**src/verilog/csc_pkg.sv**
```systemverilog
// shared constants and types for the configuration status chain controller
package csc_pkg;
    localparam int unsigned CLK_HZ        = 25_000_000;
    // power-on reset interval, in microseconds
    localparam int unsigned POR_TIME_US   = 100;
    localparam int unsigned POR_CYCLES    =
        (POR_TIME_US * (CLK_HZ / 1_000_000) < 1) ? 1 :
        POR_TIME_US * (CLK_HZ / 1_000_000);
    // initialization cycle length, in clock cycles
    localparam int unsigned INIT_CYCLES   = 16;
    localparam int unsigned CNT_W         = 16;
    // serial memory read command, shifted msb first
    localparam logic [7:0]  MEM_READ_CMD  = 8'h03;
    localparam int unsigned CMD_BITS      = 8;

    typedef enum logic [2:0] {
        CSC_POR,
        CSC_IDLE,
        CSC_LOAD,
        CSC_WAIT_DONE,
        CSC_INIT,
        CSC_USER,
        CSC_ERROR
    } csc_state_t;
endpackage : csc_pkg

```
**src/verilog/csc_pin_if.sv**
```systemverilog
// open-drain pin carrier between the controller and its pin stage
`timescale 1ns/1ps
interface csc_pin_if;
    logic pin_in;
    logic pull_low;
    logic pin_out;
    logic pin_oe;
    logic pin_sync;
    modport ctrl (output pull_low, input pin_sync);
    modport pad  (input pull_low, input pin_in,
                  output pin_out, output pin_oe, output pin_sync);
endinterface : csc_pin_if

```
**src/verilog/csc_od_pin.sv**
```systemverilog
// open-drain pin stage with a two-flop input synchroniser
`timescale 1ns/1ps
module csc_od_pin (
    input  wire logic i_mclk,
    input  wire logic i_rst_n,
    csc_pin_if.pad    pin
);
    logic meta_r;
    logic sync_r;

    // output side only ever drives zero
    assign pin.pin_out  = 1'b0;
    assign pin.pin_oe   = pin.pull_low;
    assign pin.pin_sync = sync_r;

    // resets high, matching an idle pulled-up line
    always_ff @(posedge i_mclk) begin
        if (!i_rst_n) begin
            meta_r <= 1'b1;
            sync_r <= 1'b1;
        end else begin
            meta_r <= pin.pin_in;
            sync_r <= meta_r;
        end
    end
endmodule : csc_od_pin

```
**src/verilog/csc_ctrl.sv**
```systemverilog
// configuration status and chain control state machine
`timescale 1ns/1ps
module csc_ctrl
    import csc_pkg::*;
#(
    parameter int unsigned POR_CNT = POR_CYCLES
) (
    input  wire logic i_mclk,
    input  wire logic i_rst_n,
    input  wire logic i_chain_en_n,
    input  wire logic i_cfg_ctrl_n,
    input  wire logic i_active_serial_boot,
    input  wire logic i_data_valid,
    input  wire logic i_data_last,
    input  wire logic i_data_err,
    input  wire logic i_status_in,
    output logic      o_status_out,
    output logic      o_status_oe,
    input  wire logic i_done_in,
    output logic      o_config_complete_flag_out,
    output logic      o_config_complete_flag_oe,
    output logic      o_chain_en_n,
    output logic      o_load_ready,
    output logic      o_serial_mem_cmd_out,
    output logic      o_serial_mem_sel_n,
    output logic      o_user_mode,
    output logic      o_io_tristate,
    output logic      o_cfg_error
);
    csc_pin_if status_pin ();
    csc_pin_if done_pin ();

    csc_state_t        state_r;
    csc_state_t        state_nxt;
    logic [CNT_W-1:0]  por_cnt_r;
    logic [CNT_W-1:0]  init_cnt_r;
    logic [3:0]        cmd_cnt_r;
    logic [7:0]        cmd_sr_r;
    logic              chain_meta_r;
    logic              chain_sync_r;
    logic              ctrl_meta_r;
    logic              ctrl_sync_r;
    logic              boot_meta_r;
    logic              boot_sync_r;
    logic              chain_en_n_r;
    logic              mem_cmd_r;
    logic              mem_sel_n_r;
    logic              por_done;
    logic              status_ok;

    assign status_pin.pin_in = i_status_in;
    assign done_pin.pin_in   = i_done_in;

    csc_od_pin u_status (
        .i_mclk  (i_mclk),
        .i_rst_n (i_rst_n),
        .pin     (status_pin)
    );
    csc_od_pin u_done (
        .i_mclk  (i_mclk),
        .i_rst_n (i_rst_n),
        .pin     (done_pin)
    );

    assign o_status_out               = status_pin.pin_out;
    assign o_status_oe                = status_pin.pin_oe;
    assign o_config_complete_flag_out = done_pin.pin_out;
    assign o_config_complete_flag_oe  = done_pin.pin_oe;

    // pin-level control inputs, two flops each
    always_ff @(posedge i_mclk) begin
        if (!i_rst_n) begin
            chain_meta_r <= 1'b1;
            chain_sync_r <= 1'b1;
            ctrl_meta_r  <= 1'b0;
            ctrl_sync_r  <= 1'b0;
            boot_meta_r  <= 1'b0;
            boot_sync_r  <= 1'b0;
        end else begin
            chain_meta_r <= i_chain_en_n;
            chain_sync_r <= chain_meta_r;
            ctrl_meta_r  <= i_cfg_ctrl_n;
            ctrl_sync_r  <= ctrl_meta_r;
            boot_meta_r  <= i_active_serial_boot;
            boot_sync_r  <= boot_meta_r;
        end
    end

    always_ff @(posedge i_mclk) begin
        if (!i_rst_n) begin
            por_cnt_r <= '0;
        end else if (por_cnt_r != CNT_W'(POR_CNT)) begin
            por_cnt_r <= por_cnt_r + 1'b1;
        end
    end
    assign por_done  = (por_cnt_r == CNT_W'(POR_CNT));
    assign status_ok = status_pin.pin_sync;

    always_comb begin
        state_nxt = state_r;
        unique case (state_r)
            CSC_POR:
                if (por_done) begin
                    state_nxt = CSC_IDLE;
                end
            CSC_IDLE:
                if (ctrl_sync_r && status_ok && !chain_sync_r) begin
                    state_nxt = CSC_LOAD;
                end
            CSC_LOAD:
                if (i_data_err || !status_ok) begin
                    state_nxt = CSC_ERROR;
                end else if (!ctrl_sync_r) begin
                    state_nxt = CSC_IDLE;
                end else if (i_data_valid && i_data_last && !chain_sync_r) begin
                    state_nxt = CSC_WAIT_DONE;
                end
            CSC_WAIT_DONE:
                if (!status_ok) begin
                    state_nxt = CSC_ERROR;
                end else if (!ctrl_sync_r) begin
                    state_nxt = CSC_IDLE;
                end else if (done_pin.pin_sync) begin
                    state_nxt = CSC_INIT;
                end
            CSC_INIT:
                if (!status_ok) begin
                    state_nxt = CSC_ERROR;
                end else if (!ctrl_sync_r) begin
                    state_nxt = CSC_IDLE;
                end else if (init_cnt_r == CNT_W'(INIT_CYCLES - 1)) begin
                    state_nxt = CSC_USER;
                end
            // flag and status ignored; only control reloads
            CSC_USER:
                if (!ctrl_sync_r) begin
                    state_nxt = CSC_IDLE;
                end
            CSC_ERROR:
                if (!ctrl_sync_r) begin
                    state_nxt = CSC_IDLE;
                end
            default:
                state_nxt = CSC_POR;
        endcase
    end

    always_ff @(posedge i_mclk) begin
        if (!i_rst_n) begin
            state_r <= CSC_POR;
        end else begin
            state_r <= state_nxt;
        end
    end

    always_ff @(posedge i_mclk) begin
        if (!i_rst_n) begin
            init_cnt_r <= '0;
        end else if (state_r == CSC_INIT) begin
            init_cnt_r <= init_cnt_r + 1'b1;
        end else begin
            init_cnt_r <= '0;
        end
    end

    // status pulled low before por and on error
    assign status_pin.pull_low = (state_r == CSC_POR) ||
                                 (state_r == CSC_ERROR);
    // flag held low in por, idle, load and error
    assign done_pin.pull_low   = (state_r == CSC_POR) ||
                                 (state_r == CSC_IDLE) ||
                                 (state_r == CSC_LOAD) ||
                                 (state_r == CSC_ERROR);

    always_ff @(posedge i_mclk) begin
        if (!i_rst_n) begin
            chain_en_n_r <= 1'b1;
        end else begin
            chain_en_n_r <= (state_r != CSC_USER);
        end
    end
    assign o_chain_en_n = chain_en_n_r;

    assign o_load_ready = (state_r == CSC_LOAD) && !chain_sync_r;

    // read command shifted to serial memory at load start
    always_ff @(posedge i_mclk) begin
        if (!i_rst_n) begin
            cmd_cnt_r   <= '0;
            cmd_sr_r    <= '0;
            mem_cmd_r   <= 1'b1;
            mem_sel_n_r <= 1'b1;
        end else if (state_r == CSC_IDLE && state_nxt == CSC_LOAD
                     && boot_sync_r) begin
            cmd_cnt_r   <= 4'(CMD_BITS);
            cmd_sr_r    <= MEM_READ_CMD;
            mem_sel_n_r <= 1'b0;
        end else if (state_r != CSC_LOAD) begin
            // idle level matches the pin pull-up
            cmd_cnt_r   <= '0;
            mem_cmd_r   <= 1'b1;
            mem_sel_n_r <= 1'b1;
        end else if (cmd_cnt_r != '0) begin
            mem_cmd_r   <= cmd_sr_r[7];
            cmd_sr_r    <= {cmd_sr_r[6:0], 1'b0};
            cmd_cnt_r   <= cmd_cnt_r - 1'b1;
        end else begin
            mem_cmd_r   <= 1'b1;
        end
    end
    assign o_serial_mem_cmd_out = mem_cmd_r;
    assign o_serial_mem_sel_n   = mem_sel_n_r;

    assign o_user_mode   = (state_r == CSC_USER);
    assign o_io_tristate = (state_r != CSC_USER);
    assign o_cfg_error   = (state_r == CSC_ERROR);

    por_status_low_a: assert property (@(posedge i_mclk) disable iff (!i_rst_n)
        !por_done |-> o_status_oe)
        else $error("status released before por");
    load_flag_low_a: assert property (@(posedge i_mclk) disable iff (!i_rst_n)
        state_r == CSC_LOAD |-> o_config_complete_flag_oe)
        else $error("flag released during load");
    flag_release_a: assert property (@(posedge i_mclk) disable iff (!i_rst_n)
        (state_r == CSC_LOAD && i_data_valid && i_data_last && !i_data_err
         && status_ok && ctrl_sync_r && !chain_sync_r)
        |=> !o_config_complete_flag_oe)
        else $error("flag not released after load");
    init_gate_a: assert property (@(posedge i_mclk) disable iff (!i_rst_n)
        (state_r == CSC_INIT && $past(state_r) == CSC_WAIT_DONE)
        |-> $past(done_pin.pin_sync))
        else $error("init without flag high");
    // user mode holds with flag low
    user_hold_a: assert property (@(posedge i_mclk) disable iff (!i_rst_n)
        (state_r == CSC_USER && ctrl_sync_r) |=> state_r == CSC_USER)
        else $error("user mode lost");
    load_entry_a: assert property (@(posedge i_mclk) disable iff (!i_rst_n)
        (state_r == CSC_LOAD && $past(state_r) == CSC_IDLE)
        |-> $past(!chain_sync_r && status_ok))
        else $error("load began without enable");
    chain_out_a: assert property (@(posedge i_mclk) disable iff (!i_rst_n)
        $rose(o_user_mode) |=> !o_chain_en_n)
        else $error("chain enable output not low");
    status_err_a: assert property (@(posedge i_mclk) disable iff (!i_rst_n)
        (state_r == CSC_LOAD && !status_ok) |=> o_cfg_error ##1 o_status_oe)
        else $error("no error on status low");
    ctrl_reset_a: assert property (@(posedge i_mclk) disable iff (!i_rst_n)
        (state_r == CSC_USER && !ctrl_sync_r) |=> o_io_tristate)
        else $error("control low did not clear");
    mem_cmd_a: assert property (@(posedge i_mclk) disable iff (!i_rst_n)
        (state_r == CSC_IDLE && state_nxt == CSC_LOAD && boot_sync_r)
        |=> !o_serial_mem_sel_n ##1 (o_serial_mem_cmd_out == MEM_READ_CMD[7]))
        else $error("serial read command not issued");
endmodule : csc_ctrl

```
**config.mk**
```make
export PLATFORM = sky130hd
export DESIGN_NAME = csc_ctrl
export DESIGN_NICKNAME = d
export VERILOG_FILES = /design/src/verilog/csc_pkg.sv /design/src/verilog/csc_pin_if.sv /design/src/verilog/csc_od_pin.sv /design/src/verilog/csc_ctrl.sv
export SDC_FILE = /design/constraint.sdc
export NUM_CORES = 1
export LEC_CHECK = 0
export BUFFER_PORTS_ARGS = -buffer_cell sky130_fd_sc_hd__clkbuf_2
export CORE_ASPECT_RATIO = 0.75
export CORE_MARGIN = 2
export CORE_UTILIZATION = 35
export CTS_CLUSTER_SIZE = 24
export DETAILED_ROUTE_END_ITERATION = 8
export PLACE_DENSITY = 0.58
export SYNTH_ARGS = -nofsm -noshare
export SYNTH_HDL_FRONTEND = slang
export SYNTH_SLANG_ARGS = --single-unit
```
**constraint.sdc**
```tcl
create_clock -name i_mclk -period 1.7 [get_ports i_mclk]
set_input_delay 0.17 -clock i_mclk [delete_from_list [all_inputs] [get_ports i_mclk]]
set_output_delay 0.17 -clock i_mclk [all_outputs]
set_load 0.01 [all_outputs]
```
After elaboration in Yosys (flattened, before gate mapping)
Index checks and enable logic that the tools add are counted.

Multiplexer cells: 23. Bitwise logic cells: 2. Shift-type cells: 0. $add $sub $neg: 3. Eq/ne operators: 13. Multipliers: 0. Divide/modulo/power cells: 0. Order comparisons: 0. Reduce and logical (&&, ||, !) cells: 25.

Operators with widths (number): 2-to-1 mux 3 bit (12); adder 16 x 1 -> 16 bit (second input constant) (2); one-hot mux 3 bit (6 select lines) (1); == test 16 x 12 -> 1 bit (second input constant) (1); == test 16 x 4 -> 1 bit (second input constant) (1); != test 16 x 12 -> 1 bit (second input constant) (1); 2-to-1 mux 4 bit (3); == test 3 x 2 -> 1 bit (second input constant) (3); == test 3 bit (second input constant) (3); logical AND 1 bit (7); 2-to-1 mux 2 bit (3); AND reduction 2 bit (3); logical OR 1 bit (5); 2-to-1 mux 1 bit (4); nonzero test 2 bit (2); nonzero test 4 bit (1); OR reduction 2 bit (2); subtractor 4 x 1 -> 4 bit (second input constant) (1); == test 3 x 1 -> 1 bit (second input constant) (1); logical NOT 3 bit (1); != test 3 x 2 -> 1 bit (second input constant) (1); != test 3 bit (second input constant) (1); nonzero test 3 bit (1); OR reduction 3 bit (1); other kinds (3) (5).

Memories: 0. ROM bits: 0. Register bits: 60. Output and inout bits: 11. Bits in latches: 0. Bits of input ports: 10. Word-level logic and storage cells: 86. Bits in writable memories: 0.

Depth between registers and ports, before layout
Gate-level depths: netlist of run 1.

Word-level depth: 11. Mapped depth: 7. Mapped depth without buffers: 6.

Modules after synthesis
Synthesis of run 1 repeated with hierarchy kept, for this count alone.

Cells, all modules: 296. Area total of the unflattened synthesis: 2718.9 um^2.

By module, submodules not included: csc_ctrl (area an instance 2576.2 um^2, times used 1, cells an instance 282, seq. area each 1121.1 um^2); csc_od_pin (area an instance 71.3 um^2, times used 2, cells an instance 7, seq. area each 40.0 um^2).

Worst setup path after synthesis of run 1
No wires, ideal clock.

Path type: flip-flop to flip-flop. Start: register cmd_cnt_r[0]. End: register cmd_sr_r[1]. Setup slack: -0.013 ns. Required time: 1.568 ns. Path buffers: 1. Arrival: 1.581 ns. Setup time: 0.132 ns. Clock period less this slack: 1.713 ns. Stages on the path, launching flop included: 8. Cells stage by stage: dfxtp_1 -> inv_1 -> ha_1 -> or3b_2 -> clkbuf_1 -> nand2_2 -> mux2i_1 -> a21oi_1.

Word-level cells in the longest chain between the ends: 3.

RTL lines: start, declared (line csc_ctrl.sv:37) `logic [3:0] cmd_cnt_r;`; start signal, assigned (line csc_ctrl.sv:195) `cmd_cnt_r <= 4'(CMD_BITS);`; start signal, assigned (line csc_ctrl.sv:206) `cmd_cnt_r <= cmd_cnt_r - 1'b1;`; nonzero test 4 bit (line csc_ctrl.sv:203) `end else if (cmd_cnt_r != '0) begin`; nonzero test 2 bit (no source line); AND reduction 2 bit (no source line); end signal, assigned (line csc_ctrl.sv:205) `cmd_sr_r <= {cmd_sr_r[6:0], 1'b0};`; end, declared (line csc_ctrl.sv:38) `logic [7:0] cmd_sr_r;`.

No other way between the ends. A chain may end at the register's enable or synchronous reset.

Worst setup path after layout of run 1
Start: register state_r[2]. End: register mem_cmd_r, in the netlist o_serial_mem_cmd_out.

Word-level cells in the longest chain between the ends: 7. Elaborated cells between the ends (all ways): 26. Those cells by class: eq/ne: 8; mux: 14; reduce/logical: 4.

RTL lines: start, declared (line csc_ctrl.sv:33) `csc_state_t state_r;`; start signal, assigned (line csc_ctrl.sv:152) `state_r <= state_nxt;`; 2-to-1 mux 3 bit, on equally long branches (line csc_ctrl.sv:131, csc_ctrl.sv:115, csc_ctrl.sv:123); 2-to-1 mux 3 bit, on equally long branches (line csc_ctrl.sv:129, csc_ctrl.sv:113, csc_ctrl.sv:121); 2-to-1 mux 3 bit, on equally long branches (line csc_ctrl.sv:127, csc_ctrl.sv:111, csc_ctrl.sv:119); one-hot mux 3 bit (6 select lines) (line csc_ctrl.sv:101) `unique case (state_r)`; == test 3 x 2 -> 1 bit (line csc_ctrl.sv:193) `end else if (state_r == CSC_IDLE && state_nxt == CSC_LOAD`; logical AND 1 bit (line csc_ctrl.sv:193); logical AND 1 bit (line csc_ctrl.sv:194) `&& boot_sync_r) begin`; end signal, assigned (line csc_ctrl.sv:204) `mem_cmd_r <= cmd_sr_r[7];`; end, declared (line csc_ctrl.sv:46) `logic mem_cmd_r;`.

Several ways; a longest one is shown, not always the timed one.

==> run_results.csv, run 1 <==
group,metric,value,unit
run_status,status,"completed",
critical_path,worstReg2RegEnd,"o_serial_mem_cmd_out",
power_and_ir_drop,seqPwrFrac,53.1,%
power_and_ir_drop,p_int,2.14,mW
clock_tree,htreeDepth,3,
critical_path,critical_path_class,"flop to flop",
critical_path,critical_path_peak_fanout,6,
clock_tree,clkTransAtPathRegs,0.06,ns
grt,grt_pass1_wl,8780,um
synth,yosys_warnings,0,
sta,fmax,606,MHz
drt,routed_wl,4960,um
place,gp_congestion,0.821,
critical_path,critical_path_arrival,1.86,ns
final_layout,final_cell_area,3140,sq um
sta,final-hold-violation-count,0,
grt,first_global_vias,1900,
job,cap_violations,0,
sta,skew,0.00881,ns
final_layout,drive_gt1_share,22.2,%
power_and_ir_drop,swShare,20.9,%
sta,fin_crit_sh,97.0,%
final_layout,regArea,1210,sq um
synth,synthArstFlopShare,0,%
place,port_buffers,18,
die,die_w,104,um
sta,drv_slew,0,
drt,ant_nets,0,
sta,period_needed,1.65,ns
drt,drt_first_pass_iters,4,
power_and_ir_drop,power,2.70,mW
final_layout,nets,339,
synth,yosysUniqueCellTypes,44,
drt,drt-initial-drc-count,56,
clock_tree,root_buffer,"clkbuf_8",
worst_hold_path,hold_end,"chain_meta_r",
synth,synth-main-ff-cell,"dfxtp_1",
critical_path,critPathLaunchType,"flop",
final_layout,multiInputGateArea,1350,sq um
clock_tree,cts_inserted_buffers,9,
synth,syn_area,2600,sq um
sta,setup_viol,0,
die,die-area,8140,sq um
sta,rsz0062_at_grt,"false",
final_layout,fillers,722,
clock_tree,cts.sinks,60,
clock_tree,insertion_delay,0.33,ns
drt,vias_per_cell,4.55,
synth,syn_area_per_cell,8.99,sq um
grt,grt_antenna_before_repair,0,
clock_tree,cts_tree,"yes",
worst_hold_path,min_from,"i_chain_en_n",
synth,synth-seq-area-share,46.2,%
sta,hold-worst-slack,0.0154,ns
drt,vias,1958,
synth,synth_edf_count,0,
synth,ys_ff_latch,60,
worst_hold_path,min_path_type,"primary input to flop",
worst_hold_path,hold-path-cell-count,2,
critical_path,r2r_slack,0.05,ns
die,start_util,35.8,%
place,placed_cell_area,2870,sq um
die,core_area,7260,sq um
final_layout,n_antenna_cell,0,
power_and_ir_drop,p_leak,1.32,nW
drt,drc,0,
power_and_ir_drop,peakVddDrop,379,uV
synth,syn_inst,289,
critical_path,crit_required,1.91,ns
grt,overflow,0,
power_and_ir_drop,clkPwrFrac,44.0,%
die,die_y,78.6,um
power_and_ir_drop,power_switching,0.563,mW
clock_tree,ctsLongestPathBuffers,2,
place,hpwl,3490,um
critical_path,reg2reg_depth,5,
grt,grt_usage,13.5,%
grt,grt_start_max_net_pins,16,
die,ios,21,
final_layout,syn2layout_area_growth,20.8,%
die,fp-row-count,27,
sta,fin_tns_setup,0,ns
critical_path,cp-end-kind,"flop",
power_and_ir_drop,power_density,860,nW/um^2
power_and_ir_drop,combPwrFrac,2.9,%
critical_path,worst_r2r_startpoint,"state_r[2]",
drt,wire_per_inst,11.5,um
-- area by class of cell --
cell class / instances / share of cell area, %
Clock buffer: 14 / 5.82
Tap cell: 101 / 4.03
Timing Repair Buffer: 37 / 7.41
Inverter: 10 / 1.20
Sequential cell: 60 / 38.5
Clock inverter: 1 / 0.159
Multi-Input combinational cell: 207 / 42.9
-- routing by layer --
metal / vias to the layer above / track usage (%) / part of all wire (%)
met5: - / 0 / 0
met4: 0 / 6.49 / 1.6
met1: 882 / 18.1 / 54
met2: 32 / 19.5 / 40
li1: 1036 / - / -
met3: 8 / 4.40 / 3.7
-- flip-flops by register name, indices dropped and copies added (netlist names), 3 cells and up --
register    count
cmd_cnt_r       4
cmd_sr_r        8
init_cnt_r     16
por_cnt_r      16
state_r         3
-- cells in the mapped netlist (all sizes together) (2+ instances only) --
cell type / number / share of area, %
dfxtp: 60 / 46
xnor2: 9 / 3.0
nor3: 5 / 1.2
nand2b: 10 / 2.4
nand3: 16 / 3.1
buf: 6 / 1.6
inv: 10 / 1.4
nor2b: 4 / 0.96
nand4: 2 / 0.48
nand2: 19 / 2.8
clkbuf: 8 / 1.2
and3: 12 / 2.9
ha: 4 / 1.9
nor2: 45 / 6.5
nor4: 4 / 0.96
a211oi: 2 / 0.58
and2: 6 / 1.4
mux2i: 8 / 3.1
a21oi: 10 / 2.1
and4: 7 / 2.4
o21ai: 6 / 1.2
xor2: 21 / 7.1
-- stage by stage --
stage	utilization, %	setup slack (ns)	cells
3_5_place_dp	39.4	0.00330	410
2_1_floorplan	-	0.0317	290
4_1_cts	42.2	0.0185	426
3_3_place_gp	39.4	0.0651	410
5_1_grt	43.2	0.00345	430
6_report	43.2	0.0508	430
-- power by group through the flow --
stage               clock [mW]  combinational [mW]  sequential (mW)
finish                    1.19              0.0791             1.43
global route              1.30              0.0911             1.44
CTS                       1.23              0.0797             1.43
detailed placement           0              0.0797             1.47
global placement             0              0.0797             1.46
floorplan                    0              0.0485             1.46
-- critical path, cell delays in order (launching register included) --
cell and delay [ns]:
dfxtp_2 0.35, buf_4 0.16, nor2_1 0.17, inv_2 0.07, or4_4 0.49, o32a_1 0.29
-- how the worst max path moves through the flow --
stage | startpoint | end | cells past startpoint
after floorplan | cmd_cnt_r[0] | cmd_sr_r[1] | 7
after global placement | state_r[1] | o_serial_mem_cmd_out | 5
after detailed placement | state_r[1] | o_serial_mem_cmd_out | 5
after CTS | state_r[1] | o_load_ready | 5
after global routing | state_r[1] | o_serial_mem_cmd_out | 5
final | state_r[2] | o_serial_mem_cmd_out | 5
-- repair_timing --
item,in CTS,in global routing
gates cloned,0,1
gates resized for setup,3,16
buffers inserted,1,3
setup endpoints to repair,2,17
hold buffers,0,0
pin swaps,1,4
-- logic make-up (layout without fill, tap and decap cells) --
logic type | Yosys count | in the layout | synth area share (%)
other cells | 1 | 2 | 0.144
fa+ha+maj | 4 | 4 | 1.93
compound gates | 25 | 25 | 6.40
buf+inv | 24 | 62 | 4.19
flops | 60 | 60 | 46.2
xor+xnor | 30 | 30 | 10.1
simple gates | 137 | 138 | 27.9
mux | 8 | 8 | 3.08
-- cell usage in the layout (no fill, tap or decap), types with 2 or more instances in the layout --
cell,n
dfxtp_1,56
a211oi_1,2
nand2b_1,9
a21oi_1,9
nand3_1,16
mux2i_1,8
dfxtp_2,3
and4_1,6
clkbuf_8,13
and3_1,12
nand2_1,18
ha_1,4
nor4_1,4
conb_1,2
and2_1,5
nor2b_2,3
nand4_1,2
buf_4,19
clkbuf_2,17
xor2_1,21
xnor2_1,9
o21ai_0,5
inv_1,9
nor2_1,44
nor3_1,3
Power figures use the tool's default switching activity.
==> run 2, diff against run 1 <==
--- a/config.mk
+++ b/config.mk
@@ -9,9 +9,11 @@
 export CORE_ASPECT_RATIO = 0.75
 export CORE_MARGIN = 2
 export CORE_UTILIZATION = 35
+export CTS_CLUSTER_DIAMETER = 50
 export CTS_CLUSTER_SIZE = 24
 export DETAILED_ROUTE_END_ITERATION = 8
-export PLACE_DENSITY = 0.58
+export PLACE_DENSITY = 0.54
+export REMOVE_ABC_BUFFERS = 1
 export SYNTH_ARGS = -nofsm -noshare
 export SYNTH_HDL_FRONTEND = slang
 export SYNTH_SLANG_ARGS = --single-unit
==> run 2 against run 1 <==
Net effect: critical path depth unchanged; final area is 0.40% lower; routed wire length grew 0.79%; sequential power barely moved; register-to-register slack better by 0.03 ns; count of clock-buffer cells in the layout fell by 4; fmax rose by 1.6%; clock skew about the same; worst hold slack gained 0.0041 ns; non-clock buffer count did not move; global-route usage is 0.099 points lower; final cell count did not move; critical endpoint unchanged.
==> run_results.csv, run 2 (synthesized netlist as in run 1, its figures left out) <==
group,metric,value,unit
final_layout,finish.utilization,43.0,%
grt,grt_antenna_before_repair,0,
final_layout,syn2layout_area_growth,20.3,%
final_layout,regArea,1210,sq um
run_status,status,"completed",
clock_tree,htreeDepth,3,
grt,grt_usage,13.4,%
power_and_ir_drop,seqPwrFrac,51.2,%
final_layout,drive_gt1_share,21.0,%
sta,fin_crit_sh,95.4,%
power_and_ir_drop,p_leak,1.32,nW
die,die_y,78.6,um
sta,fin_ws,0.0774,ns
die,die-area,8140,sq um
place,placed_cell_area,2890,sq um
drt,drc,0,
sta,rsz0062_at_grt,"true",
drt,vias_per_cell,4.58,
sta,worstMarginPinSlew,0.512,ns
final_layout,nets,338,
drt,ant_nets,0,
critical_path,critPathLaunchType,"flop",
final_layout,final_cell_area,3130,sq um
power_and_ir_drop,power_switching,0.621,mW
final_layout,n_antenna_cell,0,
worst_hold_path,hold_end,"u_done.meta_r",
sta,period_needed,1.62,ns
critical_path,crit_chain,"nand2b_1 -> nor3_2 -> nor3_1 -> or4_4 -> o32a_1",
critical_path,reg2reg_depth,5,
clock_tree,root_buffer,"clkbuf_8",
power_and_ir_drop,clkPwrFrac,45.8,%
critical_path,critical_path_peak_fanout,4,
critical_path,worstReg2RegEnd,"o_serial_mem_cmd_out",
drt,routed_wl,5000,um
final_layout,final_common_cell,"dfxtp_1",
drt,drt-initial-drc-count,61,
critical_path,cp-end-kind,"flop",
clock_tree,cts_tree,"yes",
drt,wire_per_inst,11.6,um
place,dp_slack,0.0306,ns
worst_hold_path,min_from,"i_done_in",
clock_tree,holdBufCountCts,0,
die,start_util,35.8,%
grt,first_global_vias,1865,
clock_tree,cts.sinks,60,
sta,maxSlewHeadroom,65.8,%
sta,fmax,616,MHz
grt,grt_pass1_wl,8670,um
place,placed_cells,414,
power_and_ir_drop,swShare,22.2,%
critical_path,critical_path_arrival,1.85,ns
job,cap_violations,0,
worst_hold_path,min_path_type,"primary input to flop",
die,core_area,7260,sq um
critical_path,r2r_slack,0.08,ns
sta,skew,0.00910,ns
clock_tree,post_cts_buffers,0,
clock_tree,clkTransAtPathRegs,0.07,ns
place,hpwl,3560,um
power_and_ir_drop,combPwrFrac,3.0,%
sta,drv_slew,0,
critical_path,critical_path_class,"flop to flop",
final_layout,fillers,733,
sta,setup_viol,0,
die,fp-row-count,27,
die,die_w,104,um
power_and_ir_drop,peakVddDrop,446,uV
final_layout,top_regs,"init_cnt_r: 16 flops, por_cnt_r: 16 flops, cmd_sr_r: 8 flops",
grt,grt_start_max_net_pins,16,
drt,vias,1970,
place,port_buffers,18,
clock_tree,ctsLongestPathBuffers,2,
power_and_ir_drop,p_int,2.17,mW
critical_path,slowest_stage,"or4_4",
sta,final-hold-violation-count,0,
grt,overflow,0,
place,gp_congestion,0.806,
critical_path,crit_required,1.92,ns
die,ios,21,
final_layout,layout_common_cells,"dfxtp_1 (57), nor2_1 (44), xor2_1 (21)",
critical_path,slowest_delay,0.43,ns
clock_tree,insertion_delay,0.33,ns
clock_tree,cts_inserted_buffers,9,
critical_path,worst_r2r_startpoint,"state_r[1]",
final_layout,layoutNonFillerInstCount,430,
drt,drt_first_pass_iters,4,
worst_hold_path,hold-path-cell-count,2,
final_layout,multiInputGateArea,1320,sq um
power_and_ir_drop,power_density,893,nW/um^2
-- run 2: changes by cell type in the layout (fill, tap and decap cells not counted), sizes merged --
| cell | previous run | this run |
|---|---|---|
| clkinv | 1 | 3 |
| clkinvlp | 0 | 2 |
| clkbuf | 31 | 28 |
| bufinv | 0 | 1 |
| nand2 | 20 | 19 |
| buf | 20 | 19 |
-- run 2: through the flow --
| stage | hold slack, ns | power [mW] | setup TNS (ns) |
|---|---|---|---|
| 3_5_place_dp | 0.356 | 1.55 | 0 |
| 2_1_floorplan | 0.232 | 1.50 | 0 |
| 6_report | 0.0195 | 2.79 | 0 |
| 4_1_cts | 0.00194 | 2.84 | 0 |
| 3_3_place_gp | 0.356 | 1.55 | 0 |
| 5_1_grt | 0.0121 | 2.92 | -0.00215 |
-- run 2: repair_timing --
action,CTS,global route
endpoints found under the hold margin,0,0
setup endpoints to repair,1,15
gates resized for setup,5,9
pin swaps,0,0
-- run 2: cell type report --
type	count	area share (%)
Multi-Input combinational cell	206	42.1
Inverter	10	1.20
Clock buffer	10	4.40
Sequential cell	60	38.6
Clock inverter	6	2.04
Timing Repair Buffer	37	7.56
Tap cell	101	4.04
-- run 2: how the worst max path moves through the flow --
stage | cells past startpoint | start | to | slack, ns
after floorplan | 5 | state_r[1] | o_serial_mem_cmd_out | 0.02
after global placement | 5 | state_r[0] | o_serial_mem_cmd_out | 0.05
after detailed placement | 6 | cmd_cnt_r[0] | cmd_sr_r[1] | 0.03
after CTS | 5 | state_r[1] | o_load_ready | 0.01
after global routing | 5 | state_r[1] | o_load_ready | -0.002
final | 5 | state_r[1] | o_serial_mem_cmd_out | 0.08
-- run 2: power groups by stage --
stage / sequential [mW] / clock (mW) / combinational (mW)
floorplan: 1.46 / 0 / 0.0387
global placement: 1.46 / 0 / 0.0858
detailed placement: 1.46 / 0 / 0.0860
CTS: 1.43 / 1.33 / 0.0866
global route: 1.43 / 1.39 / 0.0963
finish: 1.43 / 1.28 / 0.0849
-- run 2: critical path: cells and delay by family (launching register included) --
family          cells  cell delay [ns]
simple gates        4             0.87
compound gates      1             0.29
flops               1             0.36
-- run 2: routing by layer --
layer	vias up	wire length [um]	track usage (%)
met1	889	2760	18.6
met3	4	269	4.82
met4	0	44	6.08
met5	-	0	0
li1	1040	-	-
met2	37	1930	18.4
